$ cat config.mk
export PLATFORM = sky130hd
export DESIGN_NAME = external_trigger_detector
export DESIGN_NICKNAME = d
export VERILOG_FILES = /design/src/core/ext_trigger_pkg.sv /design/src/core/external_trigger_detector.sv
export SDC_FILE = /design/constraint.sdc
export NUM_CORES = 1
export LEC_CHECK = 0
export ABC_AREA = 1
export BUFFER_PORTS_ARGS = -buffer_cell sky130_fd_sc_hd__buf_2
export CORE_MARGIN = 5
export CORE_UTILIZATION = 55
export DETAILED_ROUTE_END_ITERATION = 7
export MAX_ROUTING_LAYER = met4
export PLACE_DENSITY_LB_ADDON = 0.08
export SLEW_MARGIN = 20
export SYNTH_ARGS = -nofsm -noshare
export SYNTH_HDL_FRONTEND = slang
export SYNTH_SLANG_ARGS = --single-unit
$ cat constraint.sdc
create_clock -name sys_clk -period 2.1 [get_ports sys_clk]
set_clock_uncertainty 0.15 [all_clocks]
set_input_delay 0.21 -clock sys_clk [delete_from_list [all_inputs] [get_ports sys_clk]]
set_output_delay 0.21 -clock sys_clk [all_outputs]
set_load 0.005 [all_outputs]
$ cat src/core/ext_trigger_pkg.sv
// Constants and register map shared by the external trigger detector.
package ext_trigger_pkg;

  // Register indices; the byte address of each is four times its index.
  localparam logic [15:0] IDX_TRIGGER_OR_MASK = 16'h9DDA;
  localparam logic [15:0] IDX_TRIGGER_AND_MASK = 16'h9DEE;
  localparam logic [15:0] IDX_SECONDARY_INPUT_MODE_CAPS = 16'h9E35;
  localparam logic [15:0] IDX_MAIN_INPUT_MODE = 16'h9E3E;
  localparam logic [15:0] IDX_SECONDARY_INPUT_MODE = 16'h9E3F;
  localparam logic [15:0] IDX_MAIN_INPUT_LEVEL_A = 16'hA550;
  localparam logic [15:0] IDX_SECONDARY_INPUT_LEVEL = 16'hA551;
  localparam logic [15:0] IDX_MAIN_INPUT_LEVEL_B = 16'hA55A;
  localparam logic [15:0] IDX_MAIN_LEVEL_MINIMUM = 16'hA564;
  localparam logic [15:0] IDX_MAIN_LEVEL_MAXIMUM = 16'hA565;
  localparam logic [15:0] IDX_MAIN_LEVEL_STEP = 16'hA566;
  localparam logic [15:0] IDX_SECONDARY_LEVEL_MINIMUM = 16'hA569;
  localparam logic [15:0] IDX_SECONDARY_LEVEL_MAXIMUM = 16'hA56A;
  localparam logic [15:0] IDX_SECONDARY_LEVEL_STEP = 16'hA56B;
  localparam logic [15:0] IDX_EVENT_STATUS = 16'hB000;
  localparam logic [15:0] IDX_EVENT_MASK = 16'hB001;

  // Trigger mode encodings.
  localparam logic [31:0] DETECT_DISABLED = 32'h00000000;
  localparam logic [31:0] RISING_CROSSING_MODE = 32'h00000001;
  localparam logic [31:0] FALLING_CROSSING_MODE = 32'h00000002;
  localparam logic [31:0] ANY_CROSSING_MODE = 32'h00000004;
  localparam logic [31:0] ABOVE_LEVEL_MODE = 32'h00000008;
  localparam logic [31:0] BELOW_LEVEL_MODE = 32'h00000010;
  localparam logic [31:0] WINDOW_ENTRY_MODE = 32'h00000020;
  localparam logic [31:0] HYSTERESIS_ARM_FLAG = 32'h01000000;
  localparam logic [31:0] RISING_REARM_MODE = 32'h01000001;
  localparam logic [31:0] FALLING_REARM_MODE = 32'h01000002;

  // Modes the secondary input supports, one bit per mode.
  localparam logic [31:0] SECONDARY_MODE_CAPS = 32'h0000001F;

  // Trigger mask bit positions.
  localparam int MAIN_INPUT_MASK_BIT = 1;
  localparam int SECONDARY_INPUT_MASK_BIT = 2;

  // Threshold range and step in mV.
  localparam logic [31:0] LEVEL_MIN_MV = 32'hFFFFD8F0;
  localparam logic [31:0] LEVEL_MAX_MV = 32'h00002710;
  localparam logic [31:0] LEVEL_STEP_MV = 32'h00000001;

  // Reset values.
  localparam logic [31:0] MASK_RESET = 32'h00000000;
  localparam logic [31:0] MODE_RESET = 32'h00000000;
  localparam logic [31:0] LEVEL_RESET = 32'h00000000;
  localparam logic [1:0] EVENT_RESET = 2'h0;

  // Event status bits.
  localparam int EVT_MAIN = 0;
  localparam int EVT_SECONDARY = 1;

  // Sample width of each trigger input, signed mV.
  localparam int SAMPLE_W = 16;

endpackage

$ cat src/core/external_trigger_detector.sv
// External trigger detector with APB registers and event interrupt.
// Behaviour
// Evaluate both inputs on every sample strobe; the code skips a strobe that falls in a write-commit cycle.
// All-zero mode disables input detection.
// Rising mode triggers on rising level 0.
// Falling mode triggers on falling level 0.
// Dual mode triggers on any level 0 crossing.
// High mode detects while above level 0.
// Low mode detects while below level 0.
// Rising re-arm: arm at level 1, fire at 0.
// Falling re-arm: arm at level 0, fire at 1.
// Disarmed re-arm ignores crossings until re-armed.
// Window enter fires on outside-to-inside move.
// Two-level modes only on main input.
// Input counts only when OR/AND mask selects.
// Secondary has one level, range plus/minus 10000.
// Main has two levels, range plus/minus 10000.
// Read-only minimum, maximum and step per input.
// Read-only secondary supported mode bitmask.
// Software programs levels before relying on detection.
// Crossing compares current and previous relation.
//
// The APB slave port was decided locally.
module external_trigger_detector
  import ext_trigger_pkg::*;
(
  input wire logic sys_clk, // System and sample clock, 200 MHz.
  input wire logic srst, // Synchronous reset, active high.
  input wire logic psel, // APB select.
  input wire logic penable, // APB enable.
  input wire logic pwrite, // APB direction, high for write.
  input wire logic [31:0] paddr, // APB byte address.
  input wire logic [31:0] pwdata, // APB write data.
  output logic [31:0] prdata, // APB read data.
  output logic pready, // APB ready.
  output logic pslverr, // APB error answer.
  input wire logic sample_valid, // One cycle per sample of the rate.
  input wire logic [SAMPLE_W-1:0] main_sample, // Main input, signed mV.
  input wire logic [SAMPLE_W-1:0] secondary_sample, // Secondary, mV.
  output logic main_detect, // Main input detection.
  output logic secondary_detect, // Secondary input detection.
  output logic trigger_or_out, // OR-mask combined trigger.
  output logic trigger_and_out, // AND-mask combined trigger.
  output logic irq // Level interrupt, high while unmasked event set.
);

  // The whole state of the block in one record.
  typedef struct packed {
    logic [31:0] or_mask;
    logic [31:0] and_mask;
    logic [31:0] main_mode;
    logic [31:0] sec_mode;
    logic [31:0] lvl_a;
    logic [31:0] lvl_b;
    logic [31:0] sec_lvl;
    logic [1:0] evt_status;
    logic [1:0] evt_mask;
    logic [31:0] rdata;
    logic ready;
    logic slverr;
    logic main_prev_ok;
    logic main_prev_above_a;
    logic main_prev_above_b;
    logic main_prev_inside;
    logic main_armed;
    logic sec_prev_ok;
    logic sec_prev_above;
    logic main_det;
    logic sec_det;
    logic or_trig;
    logic and_trig;
    logic irq;
  } state_t;

  state_t state_reg; // Registered state.
  state_t state_next; // Next state.

  // Byte address of a register index.
  function automatic logic [31:0] reg_addr(input logic [15:0] idx);
    reg_addr = {14'h0000, idx, 2'h0};
  endfunction

  // Clamp a written level to the programmable range.
  function automatic logic [31:0] clamp_level(input logic [31:0] v);
    if ($signed(v) < $signed(LEVEL_MIN_MV)) begin
      clamp_level = LEVEL_MIN_MV;
    end else if ($signed(v) > $signed(LEVEL_MAX_MV)) begin
      clamp_level = LEVEL_MAX_MV;
    end else begin
      clamp_level = v;
    end
  endfunction

  // Strict greater-than between a sample and a level.
  function automatic logic above(input logic [SAMPLE_W-1:0] s,
                                 input logic [31:0] lvl);
    above = $signed({{(32-SAMPLE_W){s[SAMPLE_W-1]}}, s}) > $signed(lvl);
  endfunction

  // Strict less-than between a sample and a level.
  function automatic logic below(input logic [SAMPLE_W-1:0] s,
                                 input logic [31:0] lvl);
    below = $signed({{(32-SAMPLE_W){s[SAMPLE_W-1]}}, s}) < $signed(lvl);
  endfunction

  // Outputs come straight from the state flip-flops.
  assign prdata = state_reg.rdata;
  assign pready = state_reg.ready;
  assign pslverr = state_reg.slverr;
  assign main_detect = state_reg.main_det;
  assign secondary_detect = state_reg.sec_det;
  assign trigger_or_out = state_reg.or_trig;
  assign trigger_and_out = state_reg.and_trig;
  assign irq = state_reg.irq;

  // Next-state logic: bus slave, detectors, masks and interrupt.
  always_comb begin
    logic m_above_a; // Main sample above level 0.
    logic m_above_b; // Main sample above level 1.
    logic m_inside; // Main sample inside window.
    logic s_above; // Secondary sample above its level.
    logic m_evt; // Main detection this sample.
    logic s_evt; // Secondary detection this sample.
    logic m_edge_mode; // Main mode produces pulses.
    logic s_edge_mode; // Secondary mode produces pulses.
    logic access; // APB access phase, answer due.
    logic wr_done; // Write commits this edge.
    logic [1:0] evt_set; // Event bits set this cycle.
    logic [1:0] evt_clr; // Event bits cleared by software.
    logic hit; // Address is mapped.
    logic ro; // Address is read-only.
    logic [31:0] rd; // Read data mux.
    logic and_any; // AND mask selects any input.
    logic and_ok; // All AND-selected inputs detect.
    m_above_a = 1'b0;
    m_above_b = 1'b0;
    m_inside = 1'b0;
    s_above = 1'b0;
    m_evt = 1'b0;
    s_evt = 1'b0;
    m_edge_mode = 1'b0;
    s_edge_mode = 1'b0;
    access = 1'b0;
    wr_done = 1'b0;
    and_any = 1'b0;
    and_ok = 1'b0;
    evt_set = 2'h0;
    evt_clr = 2'h0;
    hit = 1'b1;
    ro = 1'b0;
    rd = 32'h00000000;
    state_next = state_reg;

    // Read decode of every mapped register.
    case (paddr)
      reg_addr(IDX_TRIGGER_OR_MASK): rd = state_reg.or_mask;
      reg_addr(IDX_TRIGGER_AND_MASK): rd = state_reg.and_mask;
      // Secondary mode caps.
      reg_addr(IDX_SECONDARY_INPUT_MODE_CAPS): begin
        rd = SECONDARY_MODE_CAPS;
        ro = 1'b1;
      end
      reg_addr(IDX_MAIN_INPUT_MODE): rd = state_reg.main_mode;
      reg_addr(IDX_SECONDARY_INPUT_MODE): rd = state_reg.sec_mode;
      reg_addr(IDX_MAIN_INPUT_LEVEL_A): rd = state_reg.lvl_a;
      reg_addr(IDX_SECONDARY_INPUT_LEVEL): rd = state_reg.sec_lvl;
      reg_addr(IDX_MAIN_INPUT_LEVEL_B): rd = state_reg.lvl_b;
      // Level capability values.
      reg_addr(IDX_MAIN_LEVEL_MINIMUM),
      reg_addr(IDX_SECONDARY_LEVEL_MINIMUM): begin
        rd = LEVEL_MIN_MV;
        ro = 1'b1;
      end
      reg_addr(IDX_MAIN_LEVEL_MAXIMUM),
      reg_addr(IDX_SECONDARY_LEVEL_MAXIMUM): begin
        rd = LEVEL_MAX_MV;
        ro = 1'b1;
      end
      reg_addr(IDX_MAIN_LEVEL_STEP),
      reg_addr(IDX_SECONDARY_LEVEL_STEP): begin
        rd = LEVEL_STEP_MV;
        ro = 1'b1;
      end
      reg_addr(IDX_EVENT_STATUS): rd = {30'h00000000, state_reg.evt_status};
      reg_addr(IDX_EVENT_MASK): rd = {30'h00000000, state_reg.evt_mask};
      default: begin
        hit = 1'b0;
      end
    endcase

    // The slave answers in the second access cycle; ready is a flop.
    access = psel && penable && !state_reg.ready;
    wr_done = psel && penable && state_reg.ready && pwrite &&
              !state_reg.slverr;
    state_next.ready = access;
    state_next.slverr = access && (!hit || (pwrite && ro));
    if (access) begin
      state_next.rdata = pwrite ? 32'h00000000 : rd;
    end

    // Register writes take effect at the edge where ready is sampled.
    if (wr_done) begin
      case (paddr)
        reg_addr(IDX_TRIGGER_OR_MASK): state_next.or_mask = pwdata;
        reg_addr(IDX_TRIGGER_AND_MASK): state_next.and_mask = pwdata;
        reg_addr(IDX_MAIN_INPUT_MODE): begin
          state_next.main_mode = pwdata;
          state_next.main_prev_ok = 1'b0;
          state_next.main_armed = 1'b0;
        end
        reg_addr(IDX_SECONDARY_INPUT_MODE): begin
          state_next.sec_mode = pwdata;
          state_next.sec_prev_ok = 1'b0;
        end
        // Two main levels, clamped.
        reg_addr(IDX_MAIN_INPUT_LEVEL_A): state_next.lvl_a =
          clamp_level(pwdata);
        reg_addr(IDX_MAIN_INPUT_LEVEL_B): state_next.lvl_b =
          clamp_level(pwdata);
        // One secondary level, clamped.
        reg_addr(IDX_SECONDARY_INPUT_LEVEL): state_next.sec_lvl =
          clamp_level(pwdata);
        reg_addr(IDX_EVENT_STATUS): evt_clr = pwdata[1:0];
        reg_addr(IDX_EVENT_MASK): state_next.evt_mask = pwdata[1:0];
        default: begin
          evt_clr = 2'h0;
        end
      endcase
    end

    // Sample relations against the programmed thresholds.
    m_above_a = above(main_sample, state_reg.lvl_a);
    m_above_b = above(main_sample, state_reg.lvl_b);
    m_inside = !m_above_a && !below(main_sample, state_reg.lvl_b);
    s_above = above(secondary_sample, state_reg.sec_lvl);

    // Evaluate each sample, except one in a write-commit cycle.
    if (sample_valid && !wr_done) begin
      // Main input detector, every mode.
      case (state_reg.main_mode)
        // Rising edge.
        // Previous-sample comparison.
        RISING_CROSSING_MODE: begin
          m_edge_mode = 1'b1;
          m_evt = state_reg.main_prev_ok && !state_reg.main_prev_above_a &&
                  m_above_a;
        end
        // Falling edge.
        FALLING_CROSSING_MODE: begin
          m_edge_mode = 1'b1;
          m_evt = state_reg.main_prev_ok && state_reg.main_prev_above_a &&
                  !m_above_a;
        end
        // Any crossing.
        ANY_CROSSING_MODE: begin
          m_edge_mode = 1'b1;
          m_evt = state_reg.main_prev_ok &&
                  (state_reg.main_prev_above_a != m_above_a);
        end
        // Above level.
        ABOVE_LEVEL_MODE: m_evt = m_above_a;
        // Below level.
        BELOW_LEVEL_MODE: m_evt = below(main_sample, state_reg.lvl_a);
        // Window entry.
        WINDOW_ENTRY_MODE: begin
          m_edge_mode = 1'b1;
          m_evt = state_reg.main_prev_ok && !state_reg.main_prev_inside &&
                  m_inside;
        end
        // Rising re-arm.
        RISING_REARM_MODE: begin
          m_edge_mode = 1'b1;
          // Fire only while armed.
          m_evt = state_reg.main_armed && state_reg.main_prev_ok &&
                  !state_reg.main_prev_above_a && m_above_a;
          if (m_evt) begin
            state_next.main_armed = 1'b0;
          end else if (state_reg.main_prev_ok &&
                       !state_reg.main_prev_above_b && m_above_b) begin
            state_next.main_armed = 1'b1;
          end
        end
        // Falling re-arm.
        FALLING_REARM_MODE: begin
          m_edge_mode = 1'b1;
          // Fire only while armed.
          m_evt = state_reg.main_armed && state_reg.main_prev_ok &&
                  state_reg.main_prev_above_b && !m_above_b;
          if (m_evt) begin
            state_next.main_armed = 1'b0;
          end else if (state_reg.main_prev_ok &&
                       state_reg.main_prev_above_a && !m_above_a) begin
            state_next.main_armed = 1'b1;
          end
        end
        // Disabled or unknown mode.
        default: begin
          m_evt = 1'b0;
        end
      endcase

      // Secondary has single-level modes only.
      case (state_reg.sec_mode)
        RISING_CROSSING_MODE: begin
          s_edge_mode = 1'b1;
          s_evt = state_reg.sec_prev_ok && !state_reg.sec_prev_above &&
                  s_above;
        end
        FALLING_CROSSING_MODE: begin
          s_edge_mode = 1'b1;
          s_evt = state_reg.sec_prev_ok && state_reg.sec_prev_above &&
                  !s_above;
        end
        ANY_CROSSING_MODE: begin
          s_edge_mode = 1'b1;
          s_evt = state_reg.sec_prev_ok &&
                  (state_reg.sec_prev_above != s_above);
        end
        ABOVE_LEVEL_MODE: s_evt = s_above;
        BELOW_LEVEL_MODE: s_evt = below(secondary_sample, state_reg.sec_lvl);
        // Disabled or unsupported mode.
        default: begin
          s_evt = 1'b0;
        end
      endcase

      // Remember this sample's relations for the next crossing test.
      state_next.main_prev_ok = 1'b1;
      state_next.main_prev_above_a = m_above_a;
      state_next.main_prev_above_b = m_above_b;
      state_next.main_prev_inside = m_inside;
      state_next.sec_prev_ok = 1'b1;
      state_next.sec_prev_above = s_above;
      state_next.main_det = m_evt;
      state_next.sec_det = s_evt;
    end else if (wr_done) begin
      // A register write drops the outputs so stale levels do not linger.
      state_next.main_det = 1'b0;
      state_next.sec_det = 1'b0;
    end else begin
      // Edge detections are one-cycle pulses; level modes hold.
      if (state_reg.main_mode != ABOVE_LEVEL_MODE &&
          state_reg.main_mode != BELOW_LEVEL_MODE) begin
        state_next.main_det = 1'b0;
      end
      if (state_reg.sec_mode != ABOVE_LEVEL_MODE &&
          state_reg.sec_mode != BELOW_LEVEL_MODE) begin
        state_next.sec_det = 1'b0;
      end
    end

    // Mask combination.
    state_next.or_trig =
      (state_reg.or_mask[MAIN_INPUT_MASK_BIT] && state_next.main_det) ||
      (state_reg.or_mask[SECONDARY_INPUT_MASK_BIT] && state_next.sec_det);
    and_any = state_reg.and_mask[MAIN_INPUT_MASK_BIT] ||
              state_reg.and_mask[SECONDARY_INPUT_MASK_BIT];
    and_ok =
      (!state_reg.and_mask[MAIN_INPUT_MASK_BIT] || state_next.main_det) &&
      (!state_reg.and_mask[SECONDARY_INPUT_MASK_BIT] || state_next.sec_det);
    state_next.and_trig = and_any && and_ok;

    // Sticky events; a clear is a write cycle, whose sample is not evaluated, so no event is set then.
    evt_set[EVT_MAIN] = m_evt && !state_reg.main_det;
    evt_set[EVT_SECONDARY] = s_evt && !state_reg.sec_det;
    if (m_edge_mode) begin
      evt_set[EVT_MAIN] = m_evt;
    end
    if (s_edge_mode) begin
      evt_set[EVT_SECONDARY] = s_evt;
    end
    state_next.evt_status = (state_reg.evt_status & ~evt_clr) | evt_set;
    state_next.irq = |(state_next.evt_status & state_next.evt_mask);

    // Reset gives every field a defined value.
    if (srst) begin
      state_next = '0;
      state_next.or_mask = MASK_RESET;
      state_next.and_mask = MASK_RESET;
      state_next.main_mode = MODE_RESET;
      state_next.sec_mode = MODE_RESET;
      state_next.lvl_a = LEVEL_RESET;
      state_next.lvl_b = LEVEL_RESET;
      state_next.sec_lvl = LEVEL_RESET;
      state_next.evt_status = EVENT_RESET;
      state_next.evt_mask = EVENT_RESET;
    end
  end

  // Register the whole state on every edge.
  always_ff @(posedge sys_clk) begin
    state_reg <= state_next;
  end

endmodule

=== After elaboration in Yosys (flattened, before gate mapping) ===
Cells that the tools add are included.

* Input port bits: 102
* Flip-flop bits (word level): 274
* Word-level logic and storage cells: 183
* Output and inout port bits: 39

* Eq/ne operators: 35
* Mux-type cells: 35
* Magnitude comparators: 8
* Reductions and logical operators: 77
* Bitwise gates (word level): 4

{| class="wikitable"
|+ Operators by type and width
! kind !! count
|-
| == test 32 x 18 -> 1 bit, second input constant || 16
|-
| one-hot mux 32 bit (13 select lines) || 1
|-
| greater-than comparator 16 x 32 -> 1 bit || 3
|-
| less-than comparator 16 x 32 -> 1 bit || 3
|-
| two-way mux 32 bit || 3
|-
| == test 32 x 1 -> 1 bit, second input constant || 2
|-
| == test 32 x 2 -> 1 bit, second input constant || 2
|-
| == test 32 x 25 -> 1 bit, second input constant || 2
|-
| == test 32 x 3 -> 1 bit, second input constant || 2
|-
| == test 32 x 4 -> 1 bit, second input constant || 2
|-
| == test 32 x 5 -> 1 bit, second input constant || 2
|-
| inequality test 32 x 4 -> 1 bit, second input constant || 2
|-
| inequality test 32 x 5 -> 1 bit, second input constant || 2
|-
| logical AND 1 bit || 36
|-
| == test 32 x 6 -> 1 bit, second input constant || 1
|-
| greater-than comparator 32 x 15 -> 1 bit, second input constant || 1
|-
| less-than comparator 32 x 15 -> 1 bit, second input constant || 1
|-
| two-way mux 1 bit || 20
|-
| AND reduction 2 bit || 9
|-
| logical NOT 1 bit || 16
|-
| OR reduction 16 bit || 1
|-
| two-way mux 2 bit || 7
|-
| one-hot mux 1 bit (8 select lines) || 1
|-
| OR reduction 2 bit || 4
|-
| 12 further kinds || 20
|}

=== Depth between registers and ports, before layout ===
Gate-level depths: netlist (run 1).

* Depth in word-level cells: 12
* Gate-level depth with buffers: 24
* Mapped depth without buffers: 24

=== Least setup slack after synthesis (run 1) ===
No wires, ideal clock.

* Path kind: reg2reg
* Start: register state_reg[113] (netlist bit)
* End: register state_reg (netlist bit trigger_and_out)
* Required time: 1.837 ns
* Arrival time: 1.915 ns
* Cell stages (with the launch flop): 20
* Slack: -0.077 ns
* Buffers on the path: 0
* Clock period less this slack: 2.177 ns
* Library setup time: 0.113 ns
* Path through: dfxtp_1 > inv_1 > ha_1 > nand2_1 > nor2_2 > nand4_1 > nor4_2 > nand2_1 > nand2_1 > nand2_1 > nand2_2 > nand2_2 > nand2_1 > nor2_1 > nor2_1 > nand2_1 > nand2_1 > nand3_1 > nand2_1 > nor2_1

* Longest elaborated chain between the ends: 9
* Elaborated cells between the ends (all ways): 12
* Classes of those cells: 2 x order compare; 2 x mux; 8 x reduce/logical

{| class="wikitable"
|+ RTL lines
! element !! line !! text
|-
| start: declaration || external_trigger_detector.sv:75 || <nowiki>state_t state_reg;</nowiki>
|-
| start signal: assignment || external_trigger_detector.sv:392 || <nowiki>state_reg <= state_next;</nowiki>
|-
| less-than comparator 16 x 32 -> 1 bit || external_trigger_detector.sv:103 || <nowiki>below = $signed({{(32-SAMPLE_W){s[SAMPLE_W-1]}}, s}) < $signed(lvl);</nowiki>
|-
| logical NOT 1 bit || external_trigger_detector.sv:234 || <nowiki>m_inside = !m_above_a && !below(main_sample, state_reg.lvl_b);</nowiki>
|-
| logical AND 1 bit || external_trigger_detector.sv:234 ||
|-
| logical AND 1 bit || external_trigger_detector.sv:268 || <nowiki>m_inside;</nowiki>
|-
| one-hot mux 1 bit (8 select lines) (*) || external_trigger_detector.sv:240 || <nowiki>case (state_reg.main_mode)</nowiki>
|-
| two-way mux 2 bit (*) || external_trigger_detector.sv:238 || <nowiki>if (sample_valid && !wr_done) begin</nowiki>
|-
| logical OR 1 bit (*) || external_trigger_detector.sv:359 || <nowiki>(!state_reg.and_mask[MAIN_INPUT_MASK_BIT] || state_next.main_det) &&</nowiki>
|-
| logical AND 1 bit (*) || external_trigger_detector.sv:359 ||
|-
| logical AND 1 bit (*) || external_trigger_detector.sv:361 || <nowiki>state_next.and_trig = and_any && and_ok;</nowiki>
|}

Mark *: on every way between the ends. The rest lies on a longest branch, timed or not.
A chain may end at the register's enable or synchronous reset.

=== Final worst setup path (run 1) ===
* Start: register state_reg[134] (netlist bit)
* End: register state_reg (netlist bit trigger_or_out)

* Longest elaborated chain between the ends: 8
* Elaborated cells between the ends (all ways): 14
* Classes of those cells: 2 x order compare; 1 x eq/ne; 2 x mux; 9 x reduce/logical

{| class="wikitable"
|+ RTL lines
! element !! line !! text
|-
| greater-than comparator 16 x 32 -> 1 bit || external_trigger_detector.sv:97 || <nowiki>above = $signed({{(32-SAMPLE_W){s[SAMPLE_W-1]}}, s}) > $signed(lvl);</nowiki>
|-
| logical NOT 1 bit || external_trigger_detector.sv:234, external_trigger_detector.sv:252 ||
|-
| logical AND 1 bit || external_trigger_detector.sv:234 ||
|-
| logical AND 1 bit || external_trigger_detector.sv:268 ||
|-
| one-hot mux 1 bit (8 select lines) (*) || external_trigger_detector.sv:240 ||
|-
| two-way mux 2 bit (*) || external_trigger_detector.sv:238 ||
|-
| logical AND 1 bit (*) || external_trigger_detector.sv:354 || <nowiki>(state_reg.or_mask[MAIN_INPUT_MASK_BIT] && state_next.main_det) ||</nowiki>
|-
| logical OR 1 bit (*) || external_trigger_detector.sv:354 ||
|}

Marked as above.

==> key figures, run 1 <==
Timing
  • Final hold vios: 0
  • Slew headroom: 56.6%
  • Tmin final: 2560 ps
  • Fin. max-slew vios: 0
  • # setup viols final: 10
  • Slew @ Worst Pin: 650 ps
  • Total negative setup slack: -2790 ps
  • PnR worst setup slack: -458 ps
  • F_max: 391 MHz
  • RSZ-0062 raised after global routing: yes
  • Fin crit share: 122%

Layout
  • Final nets: 2,755
  • Most frequent cells in the layout: 334 x buf_4, 308 x inv_1, 248 x a21oi_1
  • Layout cells sized above 1: 32.7%
  • Fillers: 2,125
  • Synth-to-Final Area Change: 36.9%
  • Antenna diodes: 0
  • Final core area utilization: 76.6%
  • Most common cell after layout, fill and taps aside: buf_4
  • Max reg flops: 235

Die
  • Die X-Extent: 178 um
  • Core area: 27,900 um2
  • # IOs: 141
  • Starting Density: 55.9%
  • Die ar.: 31,800 um2
  • Die H: 178 um
  • Row cnt: 61

Drt
  • DRT Pass-1 Iters: 6
  • DR vias: 16,800
  • Residual DRC: 0
  • DR vias/cell: 5.68
  • Final wirelength: 55,600 um
  • Iter 0 DRT Violations: 1,660
  • Antenna Nets Post-Route: 0
  • Average wire per standard cell: 18.8 um

Run
  • Max_cap viols: 0

Clocking
  • CTS tree: built
  • CTS buffer count: 31
  • Worst skew pair latency: 570 ps
  • Clock transition at path regs: 60 ps
  • Clock Path Buffers: 3
  • H-tree lvl count: 1
  • # clock sinks: 274
  • CTS Root Buffer Type: clkbuf_16

Worst setup path
  • Arr. time, crit path: 2850 ps
  • Crit path capture type: register
  • Critical-path cell list: inv_1 -> ha_1 -> nand2_1 -> nor2_2 -> nand4_1 -> nor2_2 -> nand4_1 -> buf_4 -> nand4_1 -> nand3_1 -> nor2_2 -> nand2_2 -> nand2_2 -> nand2_1 -> nand3_1 -> nand2_1
  • Slowest CP cell: dfxtp_2
  • Startpoint types: register
  • Critical path class: reg -> reg
  • Worst Path Required: 2390 ps
  • CP max FO: 3
  • Critical Path Max Stage Delay: 330 ps

Power and ir drop
  • VDD IR max: 0.000735 V
  • Power Dens Cells: 557 nW/um2
  • Leakage power: 9.00 nW

GRT
  • Vias in the first global route: 16,100
  • Largest net degree at the start of global routing: 117
  • First-pass GRT wire length: 85,200 um
  • Total GRT Usage: 34.7%
  • Total global routing overflow: 0
  • Initial antenna violation count: 0

Synthesis
  • Post-synthesis sequential area ratio: 35.2%
  • Share of flip-flops with an asynchronous set or reset: 0%
  • Cells after Synth: 2,113
  • Synth warn: 0
  • Post-synth EDFFs: 0
  • Synth Area per Inst: 7.37 um2
  • Yosys top cell area share: 35.2%
  • Synth cell types: 55
  • Main synth FF type: dfxtp_1
  • Syn Std Cell Area: 15,600 um2
  • Syn_nets: 2,311
  • Cell taking the most area after synthesis: dfxtp_1
  • FF+latch count, synth: 274
  • Synth top area cells: dfxtp_1 35%, a21oi_1 8.9%, inv_1 8.2%

Run status
  • Run status: complete, but fails checks
  • Failing checks: setup timing

Place
  • GPL Wtd Cong: 0.999
  • Setup WS pre-CTS: -676 ps
  • I/O Buffers: 140
  • Final HPWL DP: 40,300 um

Worst hold path
  • Path type of the worst min-delay path: in -> reg
-- cells by family (layout without fill, tap and decap cells) --
family / Yosys count / count (layout) / synth area share [%]
and+or+nand+nor: 574 / 574 / 18.0
adders and majority gates: 96 / 96 / 7.71
AOI/OAI and AO/OA: 672 / 672 / 25.5
DFF: 274 / 274 / 35.2
buffers and inverters: 497 / 965 / 13.6
-- worst paths after layout --
| path | start | end | slack, ps | cells after the start |
|---|---|---|---|---|
| max | state_reg[134]$_SDFFE_PP0P_ | trigger_or_out$_SDFF_PP0_ | -460 | 16 |
| min | pwdata[4] | state_reg[86]$_SDFFE_PP0P_ | 4 | 5 |
| max reg2reg | state_reg[134]$_SDFFE_PP0P_ | trigger_or_out$_SDFF_PP0_ | -460 | 16 |
| min reg2reg | state_reg[270]$_SDFFE_PP0P_ | state_reg[270]$_SDFFE_PP0P_ | 290 | 2 |
-- worst max-delay path: cells and delay by family (launching register included) --
family	cells	cell delay, ps
flops	1	330
simple gates	13	1400
fa+ha+maj	1	290
buf+inv	2	260
-- synth_stat cells (all sizes together), types with 5 or more instances --
library cell,instances
a21oi,280
a31oi,5
o21ai,228
a211oi,62
clkbuf,58
o211ai,11
nand2,259
o21a,6
buf,73
o221ai,28
a221oi,22
dfxtp,274
nand3,84
ha,96
o22ai,22
or2,5
nand4,53
nor2,114
nor4,20
inv,364
nor3,34
-- layout make-up --
class / count / area (um2) / share of cell area, %
multi-input combinational: 1342 / 8720 / 40.9
timing repair buffer: 542 / 4210 / 19.7
tap: 378 / 473 / 2.22
sequential: 274 / 5520 / 25.9
clock buffer: 44 / 875 / 4.10
clock inverter: 13 / 150 / 0.704
inverter: 366 / 1390 / 6.51
-- timing repair --
| action | CTS | global route |
|---|---|---|
| pin swaps | 42 | 33 |
| hold endpoints to repair | 134 | 0 |
| endpoints found under the setup margin | 13 | 79 |
| hold buffers | 33 | 0 |
| gates cloned | 0 | 0 |
| buffers inserted | 10 | 6 |
| gates resized for setup | 97 | 112 |
-- report_power, final --
part           switching, mW  internal (mW)
Clock                   2.25           3.25
Combinational          0.684          0.491
Sequential            0.0103           5.21
Total                   2.94           8.95
-- stage by stage --
step	std cells	hold WS, ps	cell area [um2]	total power, mW
after detailed placement	2854	285	19100	6.29
after floorplan	2113	212	15600	5.79
after CTS	2954	33.3	20900	11.8
after global placement	2854	280	19100	6.26
final	2959	4.40	21300	11.9
after global routing	2959	53.3	21300	12.2
-- metal layers --
layer / wire, um / GRT usage, %
met5: 0 / -
met4: 3570 / 17.8
met3: 4080 / 3.41
met2: 25100 / 54.5
met1: 22900 / 44.6
(Power assumes the default switching activity.)
==> inputs of run 2 (changes only) <==
CORE_UTILIZATION = 65   (was 55)
clock period = 3.25 ns   (was 2.1 ns; I/O delays follow)
==> key figures, run 2 (synthesized netlist as in run 1, its figures left out) <==
Power and ir drop
  • Reg power frac: 44.8%
  • Leakage power: 7.20 nW
  • VDD IR max: 0.000421 V
  • Switching power total: 1.83 mW
  • Share of total power in combinational logic: 7.7%
  • Int Power: 5.69 mW
  • Overall power: 7.52 mW
  • Clock network power share: 47.5%
  • Net Sw Frac: 24.3%
  • Power Dens Cells: 428 nW/um2

Worst setup path
  • FF-to-FF End: irq$_SDFF_PP0_
  • Critical-path cell list: inv_1 -> ha_1 -> nand2_1 -> inv_1 -> nand3_1 -> nor3_2 -> o21ai_0 -> nand2_1 -> nand2_1 -> nand2_1 -> nand2_1 -> nand2_1 -> nand2_1 -> nand2_1 -> nand3_1 -> nand3_1 -> nand2_1 -> nand2_1 -> nand2_1
  • Cell depth of the worst flop-to-flop path: 19
  • Register-to-register path setup slack: 370 ps
  • Critical path class: reg -> reg
  • Startpoint types: register
  • Arr. time, crit path: 3180 ps
  • Critical Path Max Stage Delay: 330 ps
  • Slowest CP cell: dfxtp_1
  • Worst Path Required: 3560 ps
  • Crit path capture type: register
  • Worst r2r src: state_reg[65]$_SDFFE_PP0P_
  • CP dominant cell by count: nand2_1
  • CP max FO: 5

Die
  • Starting Density: 66.2%
  • Row cnt: 56
  • Die X-Extent: 165 um
  • Die ar.: 27,200 um2
  • # IOs: 141
  • Die H: 165 um
  • Core area: 23,500 um2

Timing
  • F_max: 348 MHz
  • Final hold vios: 0
  • Slew @ Worst Pin: 1060 ps
  • Tmin final: 2880 ps
  • Slew headroom: 29.6%
  • Fin. max-slew vios: 0
  • RSZ-0062 raised after global routing: no
  • # setup viols final: 0
  • Total negative setup slack: 0 ps
  • Fin crit share: 88.5%

Drt
  • DR vias: 15,600
  • Iter 0 DRT Violations: 1,744
  • Antenna Nets Post-Route: 0
  • DRT Pass-1 Iters: 8
  • Average wire per standard cell: 19.8 um
  • DR vias/cell: 6.09
  • Residual DRC: 0
  • Final wirelength: 50,800 um

Place
  • Final HPWL DP: 36,600 um
  • GPL Wtd Cong: 0.998
  • Placed Cells: 2,478
  • I/O Buffers: 140

Worst hold path
  • Hold depth: 3
  • Hold Path Origin: pwdata[6]
  • Path type of the worst min-delay path: in -> reg
  • Hold EP: state_reg[216]$_SDFFE_PP0P_

Clocking
  • # clock sinks: 274
  • CTS Root Buffer Type: clkbuf_16
  • Clock Path Buffers: 3
  • CTS buffer count: 30
  • H-tree lvl count: 1
  • Clock transition at path regs: 60 ps
  • CTS tree: built
  • Worst skew pair latency: 580 ps
  • Post-CTS Setup Bufs: 0

Run status
  • Run status: complete, no violations

GRT
  • Largest net degree at the start of global routing: 73
  • Vias in the first global route: 14,700
  • Total global routing overflow: 0
  • Total GRT Usage: 37.6%
  • Initial antenna violation count: 0
  • First-pass GRT wire length: 78,700 um

Layout
  • Most frequent cells in the layout: 339 x inv_1, 276 x a21oi_1, 274 x dfxtp_1
  • Most common cell after layout, fill and taps aside: inv_1
  • Final nets: 2,419
  • Non-Filler Instances: 2,563
  • Fillers: 1,888
  • Antenna diodes: 0
  • Max reg flops: 235
  • Synth-to-Final Area Change: 12.9%
  • Layout cells sized above 1: 14.9%

Run
  • Max_cap viols: 0
## run 2: repair_timing
| action | in CTS | in global routing |
|---|---|---|
| resized for setup | 0 | 1 |
| hold endpoints to repair | 86 | 0 |
| endpoints found under the setup margin | 0 | 3 |
| hold buffers | 30 | 0 |
## run 2: routing by layer
| metal | share of wire, % | routed length [um] | GRT usage (%) |
|---|---|---|---|
| met1 | 41 | 20900 | 49.0 |
| met2 | 45 | 22800 | 58.7 |
| met4 | 5.4 | 2740 | 17.7 |
| met3 | 8.6 | 4360 | 4.44 |
| met5 | 0 | 0 | - |
## run 2: critical path: cells and delay by family, from the launching register on
| family | cells | cell delay [ps] |
|---|---|---|
| flops | 1 | 330 |
| buf+inv | 2 | 130 |
| simple gates | 15 | 1590 |
| fa+ha+maj | 1 | 290 |
| compound gates | 1 | 260 |
## run 2: cell type report
cell class	count	area, um2	share of cell area [%]
multi-input cells	1342	7980	45.4
repair buffers	207	1310	7.43
clock inverters	15	191	1.09
flip-flops and latches	274	5490	31.2
clock buffers	40	838	4.77
inverters	366	1390	7.88
well taps	319	399	2.27
## run 2: worst max path at each step
stage | slack (ps) | startpoint | end | cells past startpoint
floorplan | 1070 | state_reg[113]$_SDFFE_PP0P_ | trigger_and_out$_SDFF_PP0_ | 19
global placement | 100 | secondary_sample[15] | irq$_SDFF_PP0_ | 19
detailed placement | 90 | secondary_sample[15] | trigger_or_out$_SDFF_PP0_ | 19
CTS | 290 | state_reg[65]$_SDFFE_PP0P_ | irq$_SDFF_PP0_ | 19
global route | 120 | state_reg[65]$_SDFFE_PP0P_ | trigger_or_out$_SDFF_PP0_ | 19
finish | 370 | state_reg[65]$_SDFFE_PP0P_ | irq$_SDFF_PP0_ | 19
## run 2: power groups by stage
stage | logic, mW | registers, mW | clock network, mW
2_1_floorplan | 0.298 | 3.44 | 0
3_3_place_gp | 0.513 | 3.45 | 0
3_5_place_dp | 0.528 | 3.45 | 0
4_1_cts | 0.560 | 3.37 | 3.57
5_1_grt | 0.637 | 3.37 | 3.73
6_report | 0.576 | 3.37 | 3.57
## run 2: per-stage QoR
step           cell area (um2)  utilization [%]  setup WS (ps)  hold WS [ps]
6_report                 17600             74.7            375          11.8
2_1_floorplan            15600                -           1070           274
3_5_place_dp             16300             69.0           93.0           287
4_1_cts                  17600             74.7            291          1.01
5_1_grt                  17600             74.7            119          36.8
3_3_place_gp             16300             69.0            104           281
